**config.mk**
```make
export PLATFORM = sky130hd
export DESIGN_NAME = ascn_seq
export DESIGN_NICKNAME = d
export VERILOG_FILES = /design/src/logic/ascn_pkg.sv /design/src/logic/ascn_axil.sv /design/src/logic/ascn_store.sv /design/src/logic/ascn_seq.sv
export SDC_FILE = /design/constraint.sdc
export NUM_CORES = 1
export LEC_CHECK = 0
export ABC_CLOCK_PERIOD_IN_PS = 3230
export BUFFER_PORTS_ARGS = -buffer_cell sky130_fd_sc_hd__buf_2
export CAP_MARGIN = 20
export CORE_AREA = 2 2 95 134
export DETAILED_ROUTE_END_ITERATION = 16
export DIE_AREA = 0 0 97 136
export MAX_ROUTING_LAYER = met4
export PLACE_DENSITY = 0.81
export RECOVER_POWER = 100
export SETUP_SLACK_MARGIN = 0.3
export SLEW_MARGIN = 25
export SYNTH_ARGS = -nofsm -noshare
export SYNTH_HDL_FRONTEND = slang
export SYNTH_SLANG_ARGS = --single-unit
```
**constraint.sdc**
```tcl
create_clock -name aclk -period 3.23 [get_ports aclk]
set_input_delay 0.323 -clock aclk [delete_from_list [all_inputs] [get_ports aclk]]
set_output_delay 0.323 -clock aclk [all_outputs]
set_load 0.1 [all_outputs]
```
**src/logic/ascn_pkg.sv**
```systemverilog
// Constants, register map and carrier types of the autoscan sequencer
package ascn_pkg;
  localparam int unsigned ASCN_AW = 10;
  localparam logic [7:0] ASCN_IDX_SCFG = 8'ha1;
  localparam logic [7:0] ASCN_IDX_SAL = 8'hb5;
  localparam logic [7:0] ASCN_IDX_SAH = 8'hb6;
  localparam logic [7:0] ASCN_IDX_MUX = 8'hbb;
  localparam logic [7:0] ASCN_IDX_CNT = 8'hc7;
  localparam logic [7:0] ASCN_IDX_STAT = 8'he8;
  localparam int unsigned ASCN_EN_BIT = 7;
  localparam int unsigned ASCN_ST_BIT = 6;
  localparam int unsigned ASCN_ACT_BIT = 5;
  localparam int unsigned ASCN_END_BIT = 0;
  localparam int unsigned ASCN_FLAG_BIT = 0;
  localparam logic [4:0] ASCN_MUX_RST = 5'h1f;
  localparam logic [1:0] ASCN_RESP_OKAY = 2'h0;
  localparam logic [1:0] ASCN_RESP_SLVERR = 2'h2;

  typedef struct packed {
    logic start;
    logic [4:0] chan;
  } ascn_conv_t;

  typedef struct packed {
    logic done;
    logic [15:0] data;
  } ascn_res_t;

  typedef struct packed {
    logic we;
    logic [11:0] addr;
    logic [7:0] data;
  } ascn_mem_t;

  function automatic logic [7:0] ascn_idx(input logic [ASCN_AW-1:0] a);
    return a[ASCN_AW-1:2];
  endfunction

  function automatic logic ascn_hit(input logic [ASCN_AW-1:0] a);
    logic [7:0] i;
    i = a[ASCN_AW-1:2];
    return (a[1:0] == 2'h0) && (i == ASCN_IDX_SCFG || i == ASCN_IDX_SAL ||
      i == ASCN_IDX_SAH || i == ASCN_IDX_MUX || i == ASCN_IDX_CNT ||
      i == ASCN_IDX_STAT);
  endfunction
endpackage

```
**src/logic/ascn_axil.sv**
```systemverilog
// AXI4-Lite slave front end of the autoscan registers
`timescale 1ns/10ps
`default_nettype none
module ascn_axil import ascn_pkg::*; (
  input wire logic aclk,
  input wire logic aresetn,
  input wire logic [ASCN_AW-1:0] s_axi_awaddr,
  input wire logic s_axi_awvalid,
  output logic s_axi_awready,
  input wire logic [31:0] s_axi_wdata,
  input wire logic [3:0] s_axi_wstrb,
  input wire logic s_axi_wvalid,
  output logic s_axi_wready,
  output logic [1:0] s_axi_bresp,
  output logic s_axi_bvalid,
  input wire logic s_axi_bready,
  input wire logic [ASCN_AW-1:0] s_axi_araddr,
  input wire logic s_axi_arvalid,
  output logic s_axi_arready,
  output logic [31:0] s_axi_rdata,
  output logic [1:0] s_axi_rresp,
  output logic s_axi_rvalid,
  input wire logic s_axi_rready,
  input wire logic [7:0] rd_byte,
  output logic wr_en,
  output logic [ASCN_AW-1:0] wr_addr,
  output logic [7:0] wr_byte
);
  logic aw_q, aw_d, w_q, w_d, bv_q, bv_d, rv_q, rv_d, we_q, we_d;
  logic awr_q, awr_d, wrd_q, wrd_d, arr_q, arr_d;
  logic [ASCN_AW-1:0] a_q, a_d;
  logic [7:0] wb_q, wb_d;
  logic [1:0] br_q, br_d, rr_q, rr_d;
  logic [31:0] rd_q, rd_d;

  always_comb begin
    aw_d = aw_q;
    w_d = w_q;
    a_d = a_q;
    wb_d = wb_q;
    bv_d = bv_q;
    br_d = br_q;
    we_d = 1'b0;
    rv_d = rv_q;
    rr_d = rr_q;
    rd_d = rd_q;
    if (s_axi_awvalid && !aw_q && !bv_q) begin
      aw_d = 1'b1;
      a_d = s_axi_awaddr;
    end
    if (s_axi_wvalid && !w_q && !bv_q) begin
      w_d = 1'b1;
      wb_d = s_axi_wstrb[0] ? s_axi_wdata[7:0] : 8'h00;
      we_d = 1'b0;
    end
    if (aw_q && w_q) begin
      aw_d = 1'b0;
      w_d = 1'b0;
      bv_d = 1'b1;
      br_d = ascn_hit(a_q) ? ASCN_RESP_OKAY : ASCN_RESP_SLVERR;
      we_d = ascn_hit(a_q);
    end
    if (bv_q && s_axi_bready) begin
      bv_d = 1'b0;
    end
    if (s_axi_arvalid && !rv_q) begin
      rv_d = 1'b1;
      rr_d = ascn_hit(s_axi_araddr) ? ASCN_RESP_OKAY : ASCN_RESP_SLVERR;
      rd_d = ascn_hit(s_axi_araddr) ? {24'h000000, rd_byte} : 32'h00000000;
    end else if (rv_q && s_axi_rready) begin
      rv_d = 1'b0;
    end
    awr_d = !aw_d && !bv_d;
    wrd_d = !w_d && !bv_d;
    arr_d = !rv_d;
  end

  always_ff @(posedge aclk) begin
    if (!aresetn) begin
      aw_q <= 1'b0;
      w_q <= 1'b0;
      a_q <= '0;
      wb_q <= 8'h00;
      bv_q <= 1'b0;
      br_q <= ASCN_RESP_OKAY;
      we_q <= 1'b0;
      rv_q <= 1'b0;
      rr_q <= ASCN_RESP_OKAY;
      rd_q <= 32'h00000000;
      awr_q <= 1'b1;
      wrd_q <= 1'b1;
      arr_q <= 1'b1;
    end else begin
      aw_q <= aw_d;
      w_q <= w_d;
      a_q <= a_d;
      wb_q <= wb_d;
      bv_q <= bv_d;
      br_q <= br_d;
      we_q <= we_d;
      rv_q <= rv_d;
      rr_q <= rr_d;
      rd_q <= rd_d;
      awr_q <= awr_d;
      wrd_q <= wrd_d;
      arr_q <= arr_d;
    end
  end

  assign s_axi_awready = awr_q;
  assign s_axi_wready = wrd_q;
  assign s_axi_bvalid = bv_q;
  assign s_axi_bresp = br_q;
  assign s_axi_arready = arr_q;
  assign s_axi_rvalid = rv_q;
  assign s_axi_rresp = rr_q;
  assign s_axi_rdata = rd_q;
  assign wr_en = we_q;
  assign wr_addr = a_q;
  assign wr_byte = wb_q;
endmodule // ascn_axil
`default_nettype wire

```
**src/logic/ascn_store.sv**
```systemverilog
// Two-byte result writer into data memory
`timescale 1ns/10ps
`default_nettype none
module ascn_store import ascn_pkg::*; (
  input wire logic aclk,
  input wire logic aresetn,
  input wire logic go,
  input wire logic [15:0] result,
  input wire logic [11:0] base,
  input wire logic little,
  output ascn_mem_t mem,
  output logic done
);
  logic ph_q, ph_d, dn_q, dn_d, lt_q, lt_d;
  logic [15:0] r_q, r_d;
  ascn_mem_t m_q, m_d;

  always_comb begin
    ph_d = 1'b0;
    dn_d = 1'b0;
    r_d = r_q;
    lt_d = lt_q;
    m_d = '0;
    if (go) begin
      ph_d = 1'b1;
      r_d = result;
      lt_d = little;
      m_d.we = 1'b1;
      m_d.addr = base;
      m_d.data = little ? result[7:0] : result[15:8];
    end else if (ph_q) begin
      dn_d = 1'b1;
      m_d.we = 1'b1;
      m_d.addr = m_q.addr + 12'h001;
      m_d.data = lt_q ? r_q[15:8] : r_q[7:0];
    end
  end

  always_ff @(posedge aclk) begin
    if (!aresetn) begin
      ph_q <= 1'b0;
      dn_q <= 1'b0;
      r_q <= 16'h0000;
      lt_q <= 1'b0;
      m_q <= '0;
    end else begin
      ph_q <= ph_d;
      dn_q <= dn_d;
      r_q <= r_d;
      lt_q <= lt_d;
      m_q <= m_d;
    end
  end

  assign mem = m_q;
  assign done = dn_q;
endmodule // ascn_store
`default_nettype wire

```
**src/logic/ascn_seq.sv**
```systemverilog
// Autoscan sequencer top: registers, scan state machine, result storage
//
// Chosen here: register access over AXI4-Lite.
`timescale 1ns/10ps
`default_nettype none
module ascn_seq import ascn_pkg::*; (
  input wire logic aclk,
  input wire logic aresetn,
  input wire logic [ASCN_AW-1:0] s_axi_awaddr,
  input wire logic s_axi_awvalid,
  output logic s_axi_awready,
  input wire logic [31:0] s_axi_wdata,
  input wire logic [3:0] s_axi_wstrb,
  input wire logic s_axi_wvalid,
  output logic s_axi_wready,
  output logic [1:0] s_axi_bresp,
  output logic s_axi_bvalid,
  input wire logic s_axi_bready,
  input wire logic [ASCN_AW-1:0] s_axi_araddr,
  input wire logic s_axi_arvalid,
  output logic s_axi_arready,
  output logic [31:0] s_axi_rdata,
  output logic [1:0] s_axi_rresp,
  output logic s_axi_rvalid,
  input wire logic s_axi_rready,
  input wire logic conv_trigger,
  input wire ascn_res_t conv_res,
  output ascn_conv_t conv,
  output ascn_mem_t mem,
  output logic conversion_complete_flag,
  output logic scan_active_status
);
  typedef enum logic [1:0] {S_IDLE, S_WAIT, S_CONV, S_STORE} ascn_state_t;

  logic wr_en;
  logic [ASCN_AW-1:0] wr_addr;
  logic [7:0] wr_byte, rd_byte, widx;
  logic st_done, scan_end;

  logic scan_enable_q, scan_enable_d, single_q, single_d, endian_q, endian_d;
  logic flag_q, flag_d;
  logic [1:0] chn_q, chn_d;
  logic [3:0] upper_q, upper_d;
  logic [6:0] lower_q, lower_d;
  logic [4:0] mux_q, mux_d;
  logic [5:0] cnt_q, cnt_d;

  ascn_state_t st_q, st_d;
  logic act_q, act_d, sh_single_q, sh_single_d, sh_end_q, sh_end_d;
  logic [1:0] sh_chn_q, sh_chn_d, ofs_q, ofs_d;
  logic [4:0] sh_base_q, sh_base_d;
  logic [5:0] left_q, left_d;
  logic [11:0] ptr_q, ptr_d;
  ascn_conv_t conv_q, conv_d;

  function automatic logic [4:0] chan_of(input logic [4:0] b, input logic [1:0] o);
    return b + {3'h0, o};
  endfunction

  ascn_axil u_axil (
    .aclk(aclk),
    .aresetn(aresetn),
    .s_axi_awaddr(s_axi_awaddr),
    .s_axi_awvalid(s_axi_awvalid),
    .s_axi_awready(s_axi_awready),
    .s_axi_wdata(s_axi_wdata),
    .s_axi_wstrb(s_axi_wstrb),
    .s_axi_wvalid(s_axi_wvalid),
    .s_axi_wready(s_axi_wready),
    .s_axi_bresp(s_axi_bresp),
    .s_axi_bvalid(s_axi_bvalid),
    .s_axi_bready(s_axi_bready),
    .s_axi_araddr(s_axi_araddr),
    .s_axi_arvalid(s_axi_arvalid),
    .s_axi_arready(s_axi_arready),
    .s_axi_rdata(s_axi_rdata),
    .s_axi_rresp(s_axi_rresp),
    .s_axi_rvalid(s_axi_rvalid),
    .s_axi_rready(s_axi_rready),
    .rd_byte(rd_byte),
    .wr_en(wr_en),
    .wr_addr(wr_addr),
    .wr_byte(wr_byte)
  );

  ascn_store u_store (
    .aclk(aclk),
    .aresetn(aresetn),
    .go(st_q == S_CONV && conv_res.done),
    .result(conv_res.data),
    .base(ptr_q),
    .little(sh_end_q),
    .mem(mem),
    .done(st_done)
  );

  // Register read mux
  always_comb begin
    rd_byte = 8'h00;
    case (ascn_idx(s_axi_araddr))
      ASCN_IDX_SCFG: begin
        rd_byte[ASCN_EN_BIT] = scan_enable_q;
        rd_byte[ASCN_ST_BIT] = single_q;
        rd_byte[ASCN_ACT_BIT] = act_q;
        rd_byte[1:0] = chn_q;
      end
      ASCN_IDX_SAL: rd_byte = {lower_q, endian_q};
      ASCN_IDX_SAH: rd_byte = {4'h0, upper_q};
      ASCN_IDX_MUX: rd_byte = {3'h0, mux_q};
      ASCN_IDX_CNT: rd_byte = {2'h0, cnt_q};
      ASCN_IDX_STAT: rd_byte[ASCN_FLAG_BIT] = flag_q;
      default: rd_byte = 8'h00;
    endcase
  end

  // Register writes; hardware set of the flag wins over clear
  always_comb begin
    widx = ascn_idx(wr_addr);
    scan_enable_d = scan_enable_q;
    single_d = single_q;
    chn_d = chn_q;
    upper_d = upper_q;
    lower_d = lower_q;
    endian_d = endian_q;
    mux_d = mux_q;
    cnt_d = cnt_q;
    flag_d = flag_q;
    if (wr_en) begin
      case (widx)
        ASCN_IDX_SCFG: begin
          scan_enable_d = wr_byte[ASCN_EN_BIT];
          single_d = wr_byte[ASCN_ST_BIT];
          chn_d = wr_byte[1:0];
        end
        ASCN_IDX_SAL: begin
          lower_d = wr_byte[7:1];
          endian_d = wr_byte[ASCN_END_BIT];
        end
        ASCN_IDX_SAH: upper_d = wr_byte[3:0];
        ASCN_IDX_MUX: mux_d = wr_byte[4:0];
        ASCN_IDX_CNT: cnt_d = wr_byte[5:0];
        ASCN_IDX_STAT: begin
          if (wr_byte[ASCN_FLAG_BIT]) begin
            flag_d = 1'b0;
          end
        end
        default: flag_d = flag_q;
      endcase
    end
    if (scan_end) begin
      flag_d = 1'b1;
    end
  end

  always_ff @(posedge aclk) begin
    if (!aresetn) begin
      scan_enable_q <= 1'b0;
      single_q <= 1'b0;
      chn_q <= 2'h0;
      upper_q <= 4'h0;
      lower_q <= 7'h00;
      endian_q <= 1'b0;
      mux_q <= ASCN_MUX_RST;
      cnt_q <= 6'h00;
      flag_q <= 1'b0;
    end else begin
      scan_enable_q <= scan_enable_d;
      single_q <= single_d;
      chn_q <= chn_d;
      upper_q <= upper_d;
      lower_q <= lower_d;
      endian_q <= endian_d;
      mux_q <= mux_d;
      cnt_q <= cnt_d;
      flag_q <= flag_d;
    end
  end

  // Scan state machine
  always_comb begin
    st_d = st_q;
    act_d = act_q;
    sh_single_d = sh_single_q;
    sh_end_d = sh_end_q;
    sh_chn_d = sh_chn_q;
    sh_base_d = sh_base_q;
    left_d = left_q;
    ptr_d = ptr_q;
    ofs_d = ofs_q;
    conv_d = conv_q;
    conv_d.start = 1'b0;
    scan_end = 1'b0;
    case (st_q)
      S_IDLE: begin
        sh_base_d = mux_q;
        ofs_d = 2'h0;
      end
      S_WAIT: begin
        if (conv_trigger) begin
          conv_d.start = 1'b1;
          st_d = S_CONV;
        end
      end
      S_CONV: begin
        if (conv_res.done) begin
          st_d = S_STORE;
        end
      end
      S_STORE: begin
        if (st_done) begin
          if (left_q == 6'h00) begin
            scan_end = 1'b1;
            st_d = S_IDLE;
            act_d = 1'b0;
          end else begin
            left_d = left_q - 6'h01;
            ptr_d = ptr_q + 12'h002;
            ofs_d = (ofs_q == sh_chn_q) ? 2'h0 : ofs_q + 2'h1;
            if (sh_single_q) begin
              conv_d.start = 1'b1;
              st_d = S_CONV;
            end else begin
              st_d = S_WAIT;
            end
          end
        end
      end
      default: st_d = S_IDLE;
    endcase
    if (scan_enable_q && (st_q == S_IDLE || scan_end)) begin
      st_d = S_WAIT;
      act_d = 1'b1;
      sh_single_d = single_q;
      sh_end_d = endian_q;
      sh_chn_d = chn_q;
      sh_base_d = mux_q;
      left_d = cnt_q;
      ptr_d = {upper_q, lower_q, 1'b0};
      ofs_d = 2'h0;
    end
    conv_d.chan = chan_of(sh_base_d, ofs_d);
  end

  always_ff @(posedge aclk) begin
    if (!aresetn) begin
      st_q <= S_IDLE;
      act_q <= 1'b0;
      sh_single_q <= 1'b0;
      sh_end_q <= 1'b0;
      sh_chn_q <= 2'h0;
      sh_base_q <= ASCN_MUX_RST;
      left_q <= 6'h00;
      ptr_q <= 12'h000;
      ofs_q <= 2'h0;
      conv_q <= '{start: 1'b0, chan: ASCN_MUX_RST};
    end else begin
      st_q <= st_d;
      act_q <= act_d;
      sh_single_q <= sh_single_d;
      sh_end_q <= sh_end_d;
      sh_chn_q <= sh_chn_d;
      sh_base_q <= sh_base_d;
      left_q <= left_d;
      ptr_q <= ptr_d;
      ofs_q <= ofs_d;
      conv_q <= conv_d;
    end
  end

  assign conv = conv_q;
  assign conversion_complete_flag = flag_q;
  assign scan_active_status = act_q;
endmodule // ascn_seq
`default_nettype wire

```
# Yosys cells after proc, flatten, opt, wreduce, memory -nomap -nowiden
# Cells that the tools add are included.
# classes
n_addsub	5
eq_ne	23
muxes	60
n_bitwise	2
n_reduce_logical	59
# ops
operator	n
== test 8 bit, second input constant	12
two-way mux 12 bit	4
two-way mux 21 bit	2
two-way mux 8 bit	4
two-way mux 1 bit	26
two-way mux 6 bit	4
two-way mux 2 bit	11
logical AND 1 bit	14
adder 12 x 1 -> 12 bit, second input constant	1
adder 12 x 2 -> 12 bit, second input constant	1
one-hot mux 3 bit (4 select lines)	1
AND reduction 2 bit	6
AND reduction 3 bit	4
nonzero test 2 bit	6
logical OR 1 bit	11
two-way mux 5 bit	2
one-hot mux 3 bit (3 select lines)	1
logical NOT 1 bit	8
AND reduction 4 bit	2
logical NOT 2 bit	3
logical NOT 6 bit	1
!= test 3 x 2 -> 1 bit, second input constant	2
one-hot mux 1 bit (6 select lines)	1
one-hot mux 2 bit (3 select lines)	1
16 further kinds	21
# totals
ff_bits	168
input_bits	81
output_inout_bits	70

# Depth between registers and ports, before layout
# logic_depth
ltp_word	8
ltp_mapped	14
ltp_nobuf	13

# Modules after synthesis
# Synthesis repeated with hierarchy kept, for this count alone.
# unflattened
cells_unflattened	770
area_unflattened_um2	6966.7
# by_module_without_submodules
module	instances	cells_per_inst	area_per_inst_um2	seq_area_each_um2
ascn_seq	1	400	3537.1	1301.2
ascn_axil	1	208	1749.2	720.7
ascn_store	1	162	1680.4	800.8

# Worst setup path after synthesis
# Ideal clock, no wire load.
# synth_timing
kind	register to register
start	register left_q[0]
end	register conv_q, in the netlist conv[4]
setup_ps	129
arrival_time_ps	2744
t_required_ps	3101
slack_ps	357
path_stages_with_launch	15
n_path_buf	1
synth_period_minus_slack_ps	2873
path_cell_list	dfxtp_1 > inv_1 > ha_1 > or3b_1 > buf_2 > o21ai_0 > a2111oi_0 > a221oi_1 > nor2_1 > ha_1 > fa_1 > nand3_1 > mux2i_1 > xor2_1 > nand2_1
# synth_between
elab_chain_len	8
# synth_rtl
item	line_no	text
from (decl)	ascn_seq.sv:52	logic [5:0] left_q, left_d;
from (signal assigned)	ascn_seq.sv:263	left_q <= left_d;
logical NOT 6 bit *	ascn_seq.sv:211	if (left_q == 6'h00) begin
two-way mux 1 bit	ascn_seq.sv:211	
two-way mux 1 bit	ascn_seq.sv:210	if (st_done) begin
two-way mux 1 bit	ascn_seq.sv:193	case (st_q)
logical OR 1 bit	ascn_seq.sv:230	if (scan_enable_q && (st_q == S_IDLE || scan_end)) begin
logical AND 1 bit	ascn_seq.sv:230	
two-way mux 2 bit *	ascn_seq.sv:230	
net ofs_d[0]	ascn_seq.sv:50	logic [1:0] sh_chn_q, sh_chn_d, ofs_q, ofs_d;
adder 5 x 2 -> 5 bit *	ascn_seq.sv:57	return b + {3'h0, o};
to (signal assigned)	ascn_seq.sv:255	conv_q <= '{start: 1'b0, chan: ASCN_MUX_RST};
to (signal assigned)	ascn_seq.sv:266	conv_q <= conv_d;
to (decl)	ascn_seq.sv:54	ascn_conv_t conv_q, conv_d;
# Mark *: on every way through the listed nets, which the timed path passes. The rest lies on a longest branch.
# A chain may end at the register's enable or synchronous reset.

# Worst setup path in the final report
# layout_timing
start	register left_q[1]
end	register conv_q, in the netlist conv[4]
# The elaborated chain is that of the path after synthesis.

==> impl_summary.txt <==
----------------------------------------------------
[Outcome]
  Run status ... finished, final reports clean

[Global route]
  Global-route wire length before repair ... 24500 um
  Largest net degree at the start of global routing ... 53
  Total routing resource utilization after global routing ... 0.234
  Number of antenna violations at the first check in global routing ... 0
  Via count of the first global-routing pass ... 5103
  Total congestion overflow after global routing ... 0

[Synthesis]
  Most used standard cell by instance count after synthesis ... dfxtp_1
  Post-Syn Area ... 0.00636 mm2
  Synth top area cells ... dfxtp_1, mux2i_1, nand2_1
  Sequential area share after synthesis ... 0.444
  Number of instances in the synthesized netlist ... 711
  Post-synth top area cell ... dfxtp_1
  Leading register cell type out of synthesis ... dfxtp_1
  Count of flip-flops with a built-in enable after synthesis ... 0
  Flops & latches, synth ... 141
  Synthesis Warnings ... 0
  Synth top cells by count ... dfxtp_1, nand2_1, a21oi_1, nor2_1, mux2i_1
  Area share of the leading cell type in the synthesized netlist ... 0.444
  Synth unique cells ... 62
  Share of synthesized registers carrying an async set or reset ... 0
  Post-Syn Area per Cell ... 8.95 um2

[Clock network]
  Number of buffers inserted during clock tree synthesis ... 17
  Clock insertion delay at the later pin of the skew report ... 410 ps
  Clock tree buffer depth ... 2
  TritonCTS clock tree ... yes
  Number of sinks driven by the clock tree ... 141
  Root buf cell ... clkbuf_16
  Clock transition at the registers of the reported paths ... 60 ps
  Post-cts hold buffer count ... 0
  Maximum level of the CTS H-tree ... 4

[Routing]
  Via count normalized by instance count ... 5.64
  Sum of routed wire length over all layers ... 14800 um
  DRC violation count after routing ... 0
  Number of vias after detailed routing ... 5424
  Drt first pass iters ... 5
  Iteration-0 DRC Markers ... 292
  Average wire length per cell after detail routing ... 15.4 um
  Post-route antenna net violation count ... 0

[STA]
  Final clock period utilization by the worst path ... 0.863
  RSZ-0062 raised after global routing ... false
  Worst max-slew margin expressed relative to the limit ... 0.101
  Max Slew Vio Count ... 0
  Final critical path time including I/O delays and setup ... 2790 ps
  Final worst slack ... 442 ps
  Actual transition at the worst max-transition pin ... 1350 ps
  Highest achievable clock rate ... 359 MHz
  Setup-violating endpoint count in the final report ... 0
  Setup skew after layout ... 7.91 ps
  Sum Neg Setup Slack ... 0 ps
  Final hold violations ... 0

[Die]
  Initial standard-cell utilization of the core ... 0.527
  Horizontal die dimension ... 97 um
  Number of top-level design ports ... 151
  Die height ... 136 um
  Core area ... 0.0121 mm2
  Die ar. ... 0.0132 mm2
  Core Rows ... 48

[Cells and area]
  Final cell area excluding filler cells ... 0.00736 mm2
  Antenna fix cells ... 0
  Layout overhead on the synthesized area ... 15.6%
  Layout net count ... 890
  FILL cells ... 1064
  Core occupancy in the finished layout ... 0.609
  Fraction of layout instances using a drive strength above 1 ... 0.131

[Worst setup path]
  Sum of buffers and inverters on the critical path ... 1
  Worst Setup Path Type ... reg2reg
  Required time worst endpoint ... 3480 ps
  Dominant delay contributor by cell family on the critical path ... adder cells
  Worst setup SP type ... register
  Slowest stage cell on the critical path ... or3b_1
  Arrival time reported for the critical path endpoint ... 3040 ps
  Crit-path cells ... inv_1 -> ha_1 -> or3b_1 -> o21ai_4 -> a2111oi_4 -> a221oi_2 -> nor2_1 -> ha_2 -> fa_2 -> nand3_2 -> mux2i_1 -> xor2_1 -> nand2_1
  Type of element capturing the critical path ... register
  Largest stage delay on the critical path ... 420 ps
  Maximum fanout along the worst path ... 4

[Placed design]
  Dpl hpwl ... 10600 um
  Last weighted congestion value of the routability-driven placer ... 0.941
  Worst slack at placement ... 201 ps
  Placement Cell Area ... 0.00684 mm2
  Port Buffer Count ... 97

[Job]
  Max-capacitance violation count ... 0

[Hold path]
  Worst hold-check path type ... in2reg

[Pwr]
  Leakage ... 2.86 nW
  Overall power consumption ... 4.20 mW
  Power per Cell Area ... 570 mW/mm2
  Worst-case vdd ir drop ... 0.000365 V

----------------------------------------------------
-- registers in the layout, indices dropped and copies added (netlist names), 7 cells and up --
| name | count |
|---|---|
| lower_q | 7 |
| ptr_q | 11 |
| u_axil.s_axi_rdata | 8 |
| u_axil.wr_addr | 10 |
| u_axil.wr_byte | 8 |
| u_store.mem | 21 |
| u_store.r_q | 16 |
-- kinds of logic (layout without fill, tap and decap cells) --
logic type | after synthesis | in the layout | share of synthesized area
buf+inv | 78 | 153 | 0.0637
flops | 141 | 141 | 0.444
mux | 51 | 51 | 0.0806
other cells | 1 | 26 | 0.000589
xor+xnor | 25 | 25 | 0.0344
fa+ha+maj | 10 | 10 | 0.0208
simple gates | 250 | 250 | 0.195
compound gates | 155 | 155 | 0.161
-- worst paths after layout --
check,start,end,slack (ps),cells past startpoint
worst min-delay path,conv_res[13],u_store.r_q[13]$_SDFFE_PN0P_,140,2
worst min register to register,u_axil.wr_addr[1]$_SDFFE_PN0P_,u_axil.wr_addr[1]$_SDFFE_PN0P_,460,2
worst max-delay path,left_q[1]$_SDFFE_PN0P_,conv[4]$_SDFF_PN1_,440,13
worst max register to register,left_q[1]$_SDFFE_PN0P_,conv[4]$_SDFF_PN1_,440,13
-- layout by cell type, fill, tap and decap left out, types with 4 or more instances in the layout --
master,count
a21oi_1,53
xnor2_1,12
xor2_1,13
buf_2,52
nand3b_1,4
nand3_1,16
conb_1,26
nor3_1,12
and3_1,5
clkbuf_1,49
o22ai_1,11
nand2b_1,11
or2_2,4
ha_1,8
nand4_1,7
nor3b_1,4
clkbuf_16,17
dfxtp_1,140
or3_1,4
nor2_1,53
inv_1,15
a211oi_1,6
o211ai_1,6
a222oi_1,5
and2_0,4
a22o_1,20
buf_4,6
mux2i_1,49
o21ai_0,32
and4b_1,4
nand2_1,93
and2_1,5
-- worst reg2reg max path: stages, from the launching register on --
cell	delay, ps
dfxtp_1	330
inv_1	60
ha_1	170
or3b_1	420
o21ai_4	240
a2111oi_4	80
a221oi_2	280
nor2_1	80
ha_2	200
fa_2	400
nand3_2	90
mux2i_1	80
xor2_1	140
nand2_1	60
-- power by group --
group | switching (mW) | total, mW | internal [mW]
logic | 0.464 | 0.618 | 0.154
registers | 0.0467 | 1.85 | 1.80
clock network | 0.710 | 1.73 | 1.02
-- per-layer routing --
layer  wire, um  up-vias  global-route usage
met5          0        -                   -
met2       7510      197               0.402
met1       6110     2545               0.265
met3        751       36              0.0483
met4        399        0               0.103
li1           -     2646                   -
-- stage by stage --
stage | std cells | hold WS, ps
global route | 961 | 130
detailed placement | 928 | 449
floorplan | 736 | 436
CTS | 959 | 124
finish | 961 | 138
global placement | 928 | 442
-- cell type report --
type	instances	area, um2	share of cell area
Clock buffer	22	464	0.0631
Clock inverter	9	65.1	0.00884
Inverter	16	60.1	0.00816
Multi-Input combinational cell	517	3270	0.444
Sequential cell	141	2820	0.384
Tap cell	150	188	0.0255
Timing Repair Buffer	106	490	0.0667
-- repair_timing --
action,4_1_cts,5_1_grt
gates resized for setup,1,14
setup buffers,0,2
pin swaps,0,6
endpoints found under the setup margin,1,2
Power figures use the tool's default switching activity.
